### src/lss_pkg.sv
// Purpose: Shared constants for the travel limit switch supervisor
// Assumes: Single 250 MHz clock, synchronous active-high reset
// Notes: Switch arrangement codes and reset values
package lss_pkg;
  localparam int LSS_CLK_MHZ = 250;
  localparam logic [1:0] LSS_ARR_BYPASS = 2'h0;
  localparam logic [1:0] LSS_ARR_NORMAL = 2'h1;
  localparam logic [1:0] LSS_ARR_ACCEPT = 2'h3;
  localparam logic LSS_FLAG_RESET = 1'h1;
  localparam logic LSS_LATCH_RESET = 1'h0;
  localparam logic [6:0] LSS_REF_RESET = 7'h00;
  localparam logic [3:0] LSS_SYNC_RESET = 4'hf;
  localparam logic [6:0] LSS_PCT_FULL = 7'h64;
  typedef enum logic [1:0] {
    LSS_MODE_SPEED = 2'h1,
    LSS_MODE_RAMP = 2'h2
  } lss_mode_t;
endpackage

### src/lss_limit_switch_supervisor.sv
// Purpose: Four-switch travel limit supervision with latched slow and stop
// Assumes: Switch pins asynchronous, low means hit; other inputs on i_clk
// Notes: Speed reference is percent magnitude, direction is separate
`timescale 1ns/100ps
module lss_limit_switch_supervisor
  import lss_pkg::*;
(
  // Clock and reset
  input wire logic i_clk,
  input wire logic i_reset,
  // Switch pins, high is voltage present: stop B, slow B, slow A, stop A
  input wire logic i_stop_b_pin,
  input wire logic i_slow_b_pin,
  input wire logic i_slow_a_pin,
  input wire logic i_stop_a_pin,
  // Configuration
  input wire logic [3:0] i_input_fitted_setting,
  input wire logic [1:0] i_switch_arrangement_select,
  input wire logic [6:0] i_slowdown_speed_percent,
  input wire logic i_accel_mode,
  // Master switch
  input wire logic i_dir_a,
  input wire logic i_dir_b,
  input wire logic [6:0] i_speed_ref_percent,
  // Outputs
  output logic [6:0] o_speed_ref_percent,
  output logic o_stop_a_n,
  output logic o_slow_a_n,
  output logic o_stop_b_n,
  output logic o_slow_b_n,
  output logic o_fault,
  output logic o_speed_mode
);
  logic [3:0] sync1_q;
  logic [3:0] sync2_q;
  logic [3:0] sync1_d;
  logic [3:0] sync2_d;
  logic [3:0] hit;
  logic stop_a_q, slow_a_q, stop_b_q, slow_b_q, fault_q;
  logic stop_a_d, slow_a_d, stop_b_d, slow_b_d, fault_d;
  logic [6:0] ref_q;
  logic [6:0] ref_d;
  lss_mode_t mode_q;
  lss_mode_t mode_d;
  logic neutral;
  logic bad;
  logic [2:0] nhit;

  always_comb
  begin
    sync1_d = {i_stop_b_pin, i_slow_b_pin, i_slow_a_pin, i_stop_a_pin};
    sync2_d = sync1_q;
  end

  always_ff @(posedge i_clk)
  begin
    if (i_reset)
    begin
      sync1_q <= LSS_SYNC_RESET;
      sync2_q <= LSS_SYNC_RESET;
    end
    else
    begin
      sync1_q <= sync1_d;
      sync2_q <= sync2_d;
    end
  end

  // Hit decode per switch
  genvar g;
  generate
    for (g = 0; g < 4; g++)
    begin : g_hit
      assign hit[g] = ~sync2_q[g] & i_input_fitted_setting[g] &
        (i_switch_arrangement_select != LSS_ARR_BYPASS);
    end
  endgenerate

  // Bit order: 3 stop B, 2 slow B, 1 slow A, 0 stop A
  always_comb
  begin
    nhit = {2'h0, hit[0]} + {2'h0, hit[1]} + {2'h0, hit[2]} + {2'h0, hit[3]};
    bad = (nhit >= 3'h3)
      | (hit[1] & hit[3]) | (hit[2] & hit[0])
      | (hit[1] & hit[2]) | (hit[3] & hit[0])
      | (nhit == 3'h1 & hit[0] & i_input_fitted_setting[1])
      | (nhit == 3'h1 & hit[3] & i_input_fitted_setting[2]);
  end

  assign neutral = ~i_dir_a & ~i_dir_b;

  always_comb
  begin
    stop_a_d = stop_a_q | (i_dir_a & hit[0]);
    slow_a_d = slow_a_q | (i_dir_a & hit[1]);
    stop_b_d = stop_b_q | (i_dir_b & hit[3]);
    slow_b_d = slow_b_q | (i_dir_b & hit[2]);
    if (neutral | i_dir_b)
    begin
      stop_a_d = i_dir_a & hit[0];
      slow_a_d = i_dir_a & hit[1];
    end
    if (neutral | i_dir_a)
    begin
      stop_b_d = i_dir_b & hit[3];
      slow_b_d = i_dir_b & hit[2];
    end
    fault_d = bad & (i_switch_arrangement_select != LSS_ARR_ACCEPT);
    ref_d = i_speed_ref_percent;
    if (i_dir_a & slow_a_d | i_dir_b & slow_b_d)
    begin
      if (ref_d > i_slowdown_speed_percent)
        ref_d = i_slowdown_speed_percent;
    end
    if (i_dir_a & stop_a_d | i_dir_b & stop_b_d | fault_d | neutral)
      ref_d = 7'h00;
    mode_d = mode_q;
    if (!i_accel_mode)
      mode_d = LSS_MODE_SPEED;
    else if (stop_a_d | slow_a_d | stop_b_d | slow_b_d | fault_d)
      mode_d = LSS_MODE_SPEED;
    else if (neutral)
      mode_d = LSS_MODE_RAMP;
    else
      mode_d = mode_q;
  end

  always_ff @(posedge i_clk)
  begin
    if (i_reset)
    begin
      stop_a_q <= LSS_LATCH_RESET;
      slow_a_q <= LSS_LATCH_RESET;
      stop_b_q <= LSS_LATCH_RESET;
      slow_b_q <= LSS_LATCH_RESET;
      fault_q <= LSS_LATCH_RESET;
      ref_q <= LSS_REF_RESET;
      mode_q <= LSS_MODE_RAMP;
    end
    else
    begin
      stop_a_q <= stop_a_d;
      slow_a_q <= slow_a_d;
      stop_b_q <= stop_b_d;
      slow_b_q <= slow_b_d;
      fault_q <= fault_d;
      ref_q <= ref_d;
      mode_q <= mode_d;
    end
  end

  // Active-low status, 1 means unrestricted
  assign o_stop_a_n = ~stop_a_q;
  assign o_slow_a_n = ~slow_a_q;
  assign o_stop_b_n = ~stop_b_q;
  assign o_slow_b_n = ~slow_b_q;
  assign o_fault = fault_q;
  assign o_speed_ref_percent = ref_q;
  // Speed control with retardation ramp handled downstream
  assign o_speed_mode = (mode_q == LSS_MODE_SPEED);
endmodule // lss_limit_switch_supervisor

### config.mk
export PLATFORM = sky130hd
export DESIGN_NAME = lss_limit_switch_supervisor
export DESIGN_NICKNAME = d
export VERILOG_FILES = /design/src/lss_pkg.sv /design/src/lss_limit_switch_supervisor.sv
export SDC_FILE = /design/constraint.sdc
export NUM_CORES = 1
export LEC_CHECK = 0
export BUFFER_PORTS_ARGS = -buffer_cell sky130_fd_sc_hd__buf_2
export CORE_ASPECT_RATIO = 0.7
export CORE_MARGIN = 2
export CORE_UTILIZATION = 49
export CTS_CLUSTER_DIAMETER = 80
export DETAILED_ROUTE_END_ITERATION = 10
export GPL_ROUTABILITY_DRIVEN = 0
export PLACE_DENSITY = 0.78
export REMOVE_ABC_BUFFERS = 1
export SETUP_SLACK_MARGIN = 0.3
export SYNTH_ARGS = -nofsm -noshare
export SYNTH_HDL_FRONTEND = slang
export SYNTH_SLANG_ARGS = --single-unit
### constraint.sdc
create_clock -name i_clk -period 3.1 [get_ports i_clk]
set_input_delay 0.31 -clock i_clk [delete_from_list [all_inputs] [get_ports i_clk]]
set_output_delay 0.31 -clock i_clk [all_outputs]
set_load 0.005 [all_outputs]
==> key figures, run 1 <==
Run status
  • Outcome: complete, no violations

Final layout
  • Ant diodes: 0
  • Most frequent cells in the layout: buf_2, dfxtp_1, inv_1
  • Layout cells sized above 1: 0.3939
  • Area of the multi-input gates: a little over 700 um2
  • Post-layout nets: 205
  • Fillcell total: just under 200
  • Final Cell Area: 1474 um2
  • Storage element area: ~440 um2
  • Most common cell after layout, fill and taps aside: buf_2
  • Area Growth Syn to Fin: 20.20%

Detailed routing
  • WL met3: ~140 um
  • Via density: between 5 and 6
  • Drt drc: 0
  • Highest Signal Layer: met4
  • DRT antenna net count: 0
  • Total Routed Length: 2737 um
  • DR vias: about 1,100
  • Pre-antenna DRT Iters: 6
  • Met2 routed wirelength: between 1000 and 1500 um
  • Avg WL per Cell: 13.75 um
  • Initial DRC count: 46
  • Met1 Wirelength: between 1000 and 1500 um

Worst setup path
  • R2r worst-path depth: 8
  • Worst setup path start: sync2_q[0]
  • Crit path max fanout: 7
  • Crit path arrival time: approximately 2700 ps
  • Critical Path RT: 3340 ps
  • Setup CP Type: register to register
  • RR Endpoint: o_speed_ref_percent[5]
  • Nature of the critical path endpoint: register
  • Worst Setup Start Kind: register
  • Reg2reg start: sync2_q[0]
  • Internal reg-to-reg setup slack: slightly below 700 ps

Clock tree
  • Clock H-tree levels: 1
  • Clk root buf: clkbuf_4
  • Skew-Pair Late Insertion Delay: 310 ps
  • CTS tree: yes
  • Hold-fix buffers, CTS: 0
  • Sink Count: 22
  • CTS clk-pin slew, worst paths: 120 ps
  • # resized after CTS: 0
  • Cts bufs inserted: 3
  • # Post-CTS Setup Buffers: 0
  • Max Buffers Root-to-Sink: 2

Run
  • Max_cap viols: 0

Global routing
  • GRT Total Usage: 0.2052
  • First-pass GRT wire length: between 4000 and 5000 um
  • Largest net degree at the start of global routing: 17
  • Remaining Overflow, GRT: 0
  • Initial antenna violation count: 0
  • Vias in the first global route: between 1,000 and 1,500

Power
  • Clk pwr share: 0.281
  • Net Switching: around 0.15 mW
  • Internal: approximately 0.41 mW
  • Combinational power share: 0.189
  • Sequential Power Share: 0.530
  • Sw Ratio: 0.2641
  • Pwr dens: 382.6 nW/um2
  • Lkg Pwr: around 0.69 nW
  • Worst VDD drop: approximately 0.25 mV

Synth
  • Synth async-reset ratio: 0
  • Cell variety after synth: 40
  • Synth Cell Area: roughly 1200 um2
  • Primary flip-flop cell chosen by synthesis mapping: dfxtp_1
  • Seq/Total Area, Yosys: 0.3592
  • EDFF count, synth: 0
  • Avg Cell Area, Syn: between 9 and 10 um2
  • Syn. warnings: 0
  • Synth Register Bits: 22
  • Cells after Synth: between 100 and 150

Floorplanning
  • Die Y: between 40 and 50 um
  • I/O Pins: 42
  • Row count: 15
  • Die area: slightly below 3000 um2
  • Starting Density: 0.5065
  • Core area: between 2000 and 2500 um2
  • Die extent in x: 63.79 um

Worst hold path
  • Hold crit path type: input pin to register
  • Hold Path Stages: 2
  • HP Start: i_slow_a_pin
  • Hold Path Sink: sync1_q[1]

STA
  • Fin. Hold Viols: 0
  • Layout Skew: 4.749 ps
  • Slew Viols, Final: 0
  • Final period util: 0.7809
  • Fmax: just over 400 MHz
  • Rel. slew slack: 0.6861
  • Worst-margin pin slew: approximately 470 ps
  • Crit path time final: about 2400 ps
  • Setup Viol. Count Final: 0
  • RSZ-0062 raised after global routing: no
  • Sum Neg Setup Slack: 0 ps

Place
  • Area after DPL: about 1400 um2
  • IO Port Bufs: 41
  • DP Wirelength: roughly 2100 um
stage by stage:
| stage | hold WS, ps | power, mW | worst slack [ps] | utilization | cells |
|---|---|---|---|---|---|
| 6_report | 173.4 | 0.5640 | 679.2 | 0.6088 | 199 |
| 5_1_grt | 160.4 | 0.5953 | 524.2 | 0.6088 | 199 |
| 4_1_cts | 169.8 | 0.5641 | 678.0 | 0.6088 | 199 |
| 3_5_place_dp | 397.0 | 0.4097 | 440.7 | 0.5938 | 195 |
| 3_3_place_gp | 392.5 | 0.4032 | 541.0 | 0.5938 | 195 |
| 2_1_floorplan | 382.4 | 0.3620 | 766.6 | - | 120 |
worst max-delay path: stages, from the launching register on:
cell and delay, ps:
dfxtp_1 310, nand2b_1 200, nor2_1 160, fa_1 440, ha_1 210, ha_1 290
o311ai_2 340, nand3b_2 230, a21oi_1 180
worst max-delay path by stage:
stage	end	cells past startpoint
2_1_floorplan	mode_q[0]	8
3_3_place_gp	mode_q[0]	9
3_5_place_dp	mode_q[0]	9
4_1_cts	mode_q[0]	8
5_1_grt	o_speed_ref_percent[0]	8
6_report	o_speed_ref_percent[5]	8
sequential cells by signal, summed over array words and instances, names as in the netlist:
signal,cells
slow_a_q,1
stop_b_q,1
sync2_q,4
stop_a_q,1
o_speed_ref_percent,7
o_fault,1
mode_q,2
slow_b_q,1
sync1_q,4
layout make-up:
cell class,instances,area share
inverters,11,0.02801
well taps,34,0.02886
repair buffers,41,0.1392
flip-flops and latches,22,0.2988
clock buffers,4,0.02462
multi-input cells,87,0.4805
power by group through the flow:
stage / Clock [mW] / Combinational, mW / Sequential, mW
3_3_place_gp: 0 / 0.0977 / 0.305
3_5_place_dp: 0 / 0.104 / 0.306
6_report: 0.159 / 0.106 / 0.299
4_1_cts: 0.159 / 0.105 / 0.299
2_1_floorplan: 0 / 0.0559 / 0.306
5_1_grt: 0.176 / 0.118 / 0.301
routing by layer:
layer / up-vias / track usage
met3: 4 / 0.05446
met2: 32 / 0.3521
met1: 503 / 0.2534
met4: 0 / 0.07391
met5: - / 0
li1: 540 / -
synth_stat cells (all sizes together) (2+ instances only):
cell	n	area [um2]
o21a	2	15.01
dfxtp	22	440.4
o21bai	2	15.01
and3b	4	35.03
clkbuf	2	7.510
a221oi	3	38.79
a21oi	9	45.04
o22ai	4	45.04
nor3b	2	20.02
nor2	7	33.78
nand4	8	50.05
nand2b	4	25.02
nand2	2	7.510
o31ai	7	52.55
nor2b	2	20.02
buf	4	28.78
or2	9	56.30
nand3b	2	18.77
inv	11	41.29
ha	9	112.6
kinds of logic after synthesis:
kind of cell               Yosys count  synth area share
and+or+nand+nor                     42            0.2265
AOI/OAI and AO/OA                   35            0.2429
DFF                                 22            0.3592
buffers and inverters               17           0.06327
adders and majority gates           10            0.1082
Note: power is estimated with default switching activity, not from simulation.
==> run 2: changes to the inputs <==
--- a/config.mk
+++ b/config.mk
@@ -8,11 +8,11 @@
 export BUFFER_PORTS_ARGS = -buffer_cell sky130_fd_sc_hd__buf_2
 export CORE_ASPECT_RATIO = 0.7
 export CORE_MARGIN = 2
-export CORE_UTILIZATION = 49
+export CORE_UTILIZATION = 44
 export CTS_CLUSTER_DIAMETER = 80
 export DETAILED_ROUTE_END_ITERATION = 10
 export GPL_ROUTABILITY_DRIVEN = 0
-export PLACE_DENSITY = 0.78
+export PLACE_DENSITY = 0.74
 export REMOVE_ABC_BUFFERS = 1
 export SETUP_SLACK_MARGIN = 0.3
 export SYNTH_ARGS = -nofsm -noshare
==> constraint.sdc (replaced) <==
create_clock -name i_clk -period 2 [get_ports i_clk]
set_input_delay 0.2 -clock i_clk [delete_from_list [all_inputs] [get_ports i_clk]]
set_output_delay 0.2 -clock i_clk [all_outputs]
set_load 0.005 [all_outputs]
==> key figures, run 2 (same netlist as run 1, synthesis figures left out) <==
Clock tree
  • Max Buffers Root-to-Sink: 2
  • Clk root buf: clkbuf_8
  • CTS tree: yes
  • Skew-Pair Late Insertion Delay: between 200 and 300 ps
  • Cts bufs inserted: 3
  • Clock H-tree levels: 1
  • CTS clk-pin slew, worst paths: 80 ps
  • Sink Count: 22

Worst setup path
  • Crit path max fanout: 7
  • CP max stage delay: roughly 420 ps
  • Crit path arrival time: around 2400 ps
  • Worst Setup Start Kind: register
  • Nature of the critical path endpoint: register
  • Setup CP Type: register to register
  • Slowest cell on crit path: fa_1
  • Worst path cell trace: nand2b_4, nor2_4, fa_1, ha_2, ha_4, o311ai_4, buf_4, nand3b_4, a21oi_1
  • Critical Path RT: approximately 2200 ps

Detailed routing
  • DRT antenna net count: 0
  • Pre-antenna DRT Iters: 4
  • Initial DRC count: 57
  • Drt drc: 0
  • Avg WL per Cell: 16.22 um
  • Via density: about 5.6
  • Total Routed Length: approximately 3400 um
  • DR vias: between 1,000 and 1,500

Final layout
  • Most common cell after layout, fill and taps aside: buf_2
  • Layout cells sized above 1: 0.4913
  • Ant diodes: 0
  • Area Growth Syn to Fin: 35.41%
  • Storage element area: 440.4 um2
  • Area of the multi-input gates: around 800 um2
  • Max FFs per register: 7
  • Most frequent cells in the layout: buf_2, dfxtp_1, inv_1, or2_2
  • Fillcell total: around 220
  • Post-layout nets: approximately 210

STA
  • Fmax: 463.1 MHz
  • Layout Skew: about 2.4 ps
  • Slew Viols, Final: 0
  • Worst-margin pin slew: roughly 550 ps
  • Setup Viol. Count Final: 10
  • Fin. Hold Viols: 0
  • Final period util: 1.080
  • RSZ-0062 raised after global routing: yes
  • Crit path time final: roughly 2200 ps
  • Rel. slew slack: 0.6287
  • Sum Neg Setup Slack: -1240 ps
  • Setup ws final: -159.2 ps

Place
  • IO Port Bufs: 41
  • Pre-CTS setup slack: -372.9 ps
  • DP Wirelength: ~2300 um

Floorplanning
  • Die extent in x: 67.10 um
  • Die area: ~3200 um2
  • Starting Density: 0.4804
  • Core area: 2552 um2
  • I/O Pins: 42
  • Die Y: 48.17 um
  • Row count: 15

Global routing
  • Remaining Overflow, GRT: 0
  • GRT Total Usage: 0.2183
  • Vias in the first global route: roughly 1,100
  • Largest net degree at the start of global routing: 17
  • Initial antenna violation count: 0
  • First-pass GRT wire length: 5050 um

Run status
  • Violated checks: negative setup slack
  • Outcome: finished, violations left

Power
  • Lkg Pwr: about 0.76 nW
  • Pwr dens: approximately 650 nW/um2
  • Worst VDD drop: about 0.45 mV

Run
  • Max_cap viols: 0

Worst hold path
  • Hold crit path type: input pin to register
run 2: metal layers:
layer  part of all wire  GRT usage  routed length (um)
met5                  0          0                   0
met4              0.016    0.07347                  55
met3              0.055    0.04850                 183
met2               0.49     0.4059                1661
met1               0.43     0.2585                1456
run 2: worst max-delay path: cells and delay by family (launching register included):
| kind | cells | cell delay (ps) |
|---|---|---|
| compound gates | 2 | 380 |
| fa+ha+maj | 3 | 840 |
| buf+inv | 1 | 170 |
| flops | 1 | 310 |
| simple gates | 3 | 390 |
run 2: repair_timing:
action | in CTS | in global routing
pin swaps | 5 | 1
hold buffers | 0 | 0
endpoints found under the setup margin | 10 | 10
resized for setup | 13 | 3
setup buffers | 1 | 0
run 2: power by group:
| part | switching (mW) | leakage, nW | internal (mW) |
|---|---|---|---|
| Combinational | 0.105 | 0.541 | 0.0847 |
| Sequential | 0.00610 | 0.181 | 0.459 |
| Clock | 0.152 | 0.0357 | 0.268 |
run 2: final timing paths:
| check | from | end | slack (ps) | depth (start not counted) |
|---|---|---|---|---|
| min reg2reg | sync1_q[0] | sync2_q[0] | 410 | 1 |
| max reg2reg | sync2_q[3] | o_speed_ref_percent[6] | -160 | 9 |
| min | i_stop_b_pin | sync1_q[3] | 110 | 2 |
| max | sync2_q[3] | o_speed_ref_percent[6] | -160 | 9 |
run 2: cell type report:
cell class / instances / share of cell area
clock buffers: 3 / 0.02487
inverters: 11 / 0.02487
flip-flops and latches: 22 / 0.2653
multi-input cells: 87 / 0.4815
clock inverters: 1 / 0.01809
well taps: 34 / 0.02562
repair buffers: 49 / 0.1598
run 2: metrics by stage:
stage	hold WS (ps)	power, mW	instances	util	instance area [um2]
5_1_grt	106.0	1.111	207	0.6505	1660
4_1_cts	105.5	1.065	207	0.6456	1648
2_1_floorplan	272.4	0.5611	120	-	1190
3_5_place_dp	384.6	0.6416	202	0.5838	1490
3_3_place_gp	381.6	0.6334	202	0.5838	1490
6_report	107.3	1.074	207	0.6505	1660
==> run 3: changes to the inputs <==
--- a/config.mk
+++ b/config.mk
@@ -8,11 +8,11 @@
 export BUFFER_PORTS_ARGS = -buffer_cell sky130_fd_sc_hd__buf_2
 export CORE_ASPECT_RATIO = 0.7
 export CORE_MARGIN = 2
-export CORE_UTILIZATION = 44
+export CORE_UTILIZATION = 49
 export CTS_CLUSTER_DIAMETER = 80
 export DETAILED_ROUTE_END_ITERATION = 10
 export GPL_ROUTABILITY_DRIVEN = 0
-export PLACE_DENSITY = 0.74
+export PLACE_DENSITY = 0.78
 export REMOVE_ABC_BUFFERS = 1
 export SETUP_SLACK_MARGIN = 0.3
 export SYNTH_ARGS = -nofsm -noshare
==> constraint.sdc (replaced) <==
create_clock -name i_clk -period 2.1 [get_ports i_clk]
set_input_delay 0.21 -clock i_clk [delete_from_list [all_inputs] [get_ports i_clk]]
set_output_delay 0.21 -clock i_clk [all_outputs]
set_load 0.005 [all_outputs]
==> key figures, run 3 (same netlist as run 1, synthesis figures left out) <==
STA
  • Rel. slew slack: 0.6477
  • Fin. Hold Viols: 0
  • Worst-margin pin slew: 526.5 ps
  • Setup Viol. Count Final: 10
  • Layout Skew: 1.138 ps
  • Setup ws final: -131.8 ps
  • Slew Viols, Final: 0
  • Crit path time final: between 2000 and 2500 ps
  • RSZ-0062 raised after global routing: yes
  • Final period util: 1.063
  • Fmax: 448.1 MHz

Detailed routing
  • Initial DRC count: 50
  • Highest Signal Layer: met4
  • DR vias: approximately 1,100
  • Pre-antenna DRT Iters: 4
  • DRT antenna net count: 0
  • WL met3: between 150 and 200 um
  • Met1 Wirelength: between 1000 and 1500 um
  • Avg WL per Cell: around 16 um
  • Met2 routed wirelength: between 1500 and 2000 um
  • Via density: 5.578
  • Drt drc: 0
  • Total Routed Length: about 3200 um

Final layout
  • Final Cell Area: between 1500 and 2000 um2
  • Area Growth Syn to Fin: 32.55%
  • Most frequent cells in the layout: buf_2, dfxtp_1, inv_1, or2_2, nand4_1
  • Max FFs per register: 7
  • Most common cell after layout, fill and taps aside: buf_2
  • Storage element area: 442.9 um2
  • Layout cells sized above 1: 0.5116
  • Fillcell total: 193
  • Area of the multi-input gates: 804.5 um2
  • Post-layout nets: 212
  • Ant diodes: 0

Global routing
  • Initial antenna violation count: 0
  • GRT Total Usage: 0.2462
  • Remaining Overflow, GRT: 0
  • Vias in the first global route: between 1,000 and 1,500
  • Largest net degree at the start of global routing: 17
  • First-pass GRT wire length: roughly 5400 um

Power
  • Pwr dens: roughly 530 nW/um2
  • Sw Ratio: 0.2725
  • Internal: about 0.62 mW
  • Power Total: roughly 0.86 mW
  • Sequential Power Share: 0.516
  • Worst VDD drop: ~0.44 mV
  • Clk pwr share: 0.275
  • Net Switching: 0.2340 mW
  • Combinational power share: 0.209
  • Lkg Pwr: 0.7296 nW

Worst setup path
  • Critical Path RT: ~2300 ps
  • Worst Setup Start Kind: register
  • Crit path arrival time: ~2400 ps
  • R2r worst-path depth: 8
  • Nature of the critical path endpoint: register
  • Setup CP Type: register to register
  • Crit path max fanout: 3

Place
  • DP Wirelength: about 2400 um
  • Area after DPL: ~1500 um2
  • IO Port Bufs: ~40

Floorplanning
  • Row count: 15
  • Die area: 2925 um2
  • Die extent in x: 63.79 um
  • I/O Pins: 42
  • Starting Density: 0.5065
  • Core area: about 2400 um2
  • Die Y: ~46 um

Worst hold path
  • Hold crit path type: input pin to register
  • Hold Path Stages: 2

Clock tree
  • CTS tree: yes
  • Clock H-tree levels: 1
  • Cts bufs inserted: 3
  • Skew-Pair Late Insertion Delay: around 310 ps
  • Max Buffers Root-to-Sink: 2
  • CTS clk-pin slew, worst paths: ~120 ps
  • Sink Count: 22
  • Clk root buf: clkbuf_4

Run
  • Max_cap viols: 0

Run status
  • Violated checks: negative setup slack
  • Outcome: finished, violations left
-- run 3: cell count changes in the layout (fill, tap and decap cells not counted) --
cell and change:
a21oi_2 +4, buf_4 -1, nand2b_1 +1, dfxtp_1 -2, bufinv_16 -1, nor2_1 +1, a21oi_1 -4, nor2_2 -1
clkbuf_8 -2, nand2b_4 -1, clkbuf_4 +3, dfxtp_2 +2
-- run 3: cell type report --
class,count,share of cell area
multi-input combinational,87,0.4950
sequential,22,0.2725
timing repair buffer,48,0.1586
tap,34,0.02617
inverter,11,0.02540
clock buffer,4,0.02232
-- run 3: final timing paths --
kind / from / to / slack, ps
worst max-delay path: sync2_q[3] / mode_q[0] / -130
worst min-delay path: i_slow_b_pin / sync1_q[2] / 70
worst max register to register: sync2_q[3] / mode_q[0] / -130
worst min register to register: sync1_q[3] / sync2_q[3] / 430
-- run 3: through the flow --
stage | cells | TNS (ps) | util | hold WS, ps | worst slack [ps]
floorplan | 120 | -817.6 | - | 282.4 | -145.7
global placement | 201 | -1775 | 0.6124 | 391.0 | -214.1
detailed placement | 201 | -2547 | 0.6124 | 395.4 | -293.9
CTS | 206 | -283.9 | 0.6708 | 68.10 | -76.02
global route | 206 | -1474 | 0.6713 | 54.71 | -189.1
finish | 206 | -800.0 | 0.6713 | 66.98 | -131.8
-- run 3: critical path: stages (launching register included) --
cell	delay, ps
dfxtp_2	340
nand2b_4	140
nor2_4	110
fa_1	440
ha_2	230
ha_4	240
o311ai_4	280
nor2b_4	240
a41oi_2	100
-- run 3: what timing repair did --
action                     in CTS  in global routing
pin swaps                       7                  0
cloned                          0                  0
gates resized for setup        19                  1
setup buffers                   1                  0
setup endpoints to repair      10                 10
hold buffers                    0                  0
-- run 3: layer usage --
metal / global-route usage / vias up
met2: 0.4021 / 36
met3: 0.06188 / 9
li1: - / 552
met4: 0.1304 / 0
met5: 0 / -
met1: 0.3066 / 552
-- run 3: power groups by stage --
stage	combinational, mW	sequential (mW)	clock (mW)
floorplan	0.0825	0.452	0
global placement	0.150	0.451	0
detailed placement	0.160	0.452	0
CTS	0.177	0.443	0.235
global route	0.198	0.445	0.258
finish	0.179	0.443	0.236
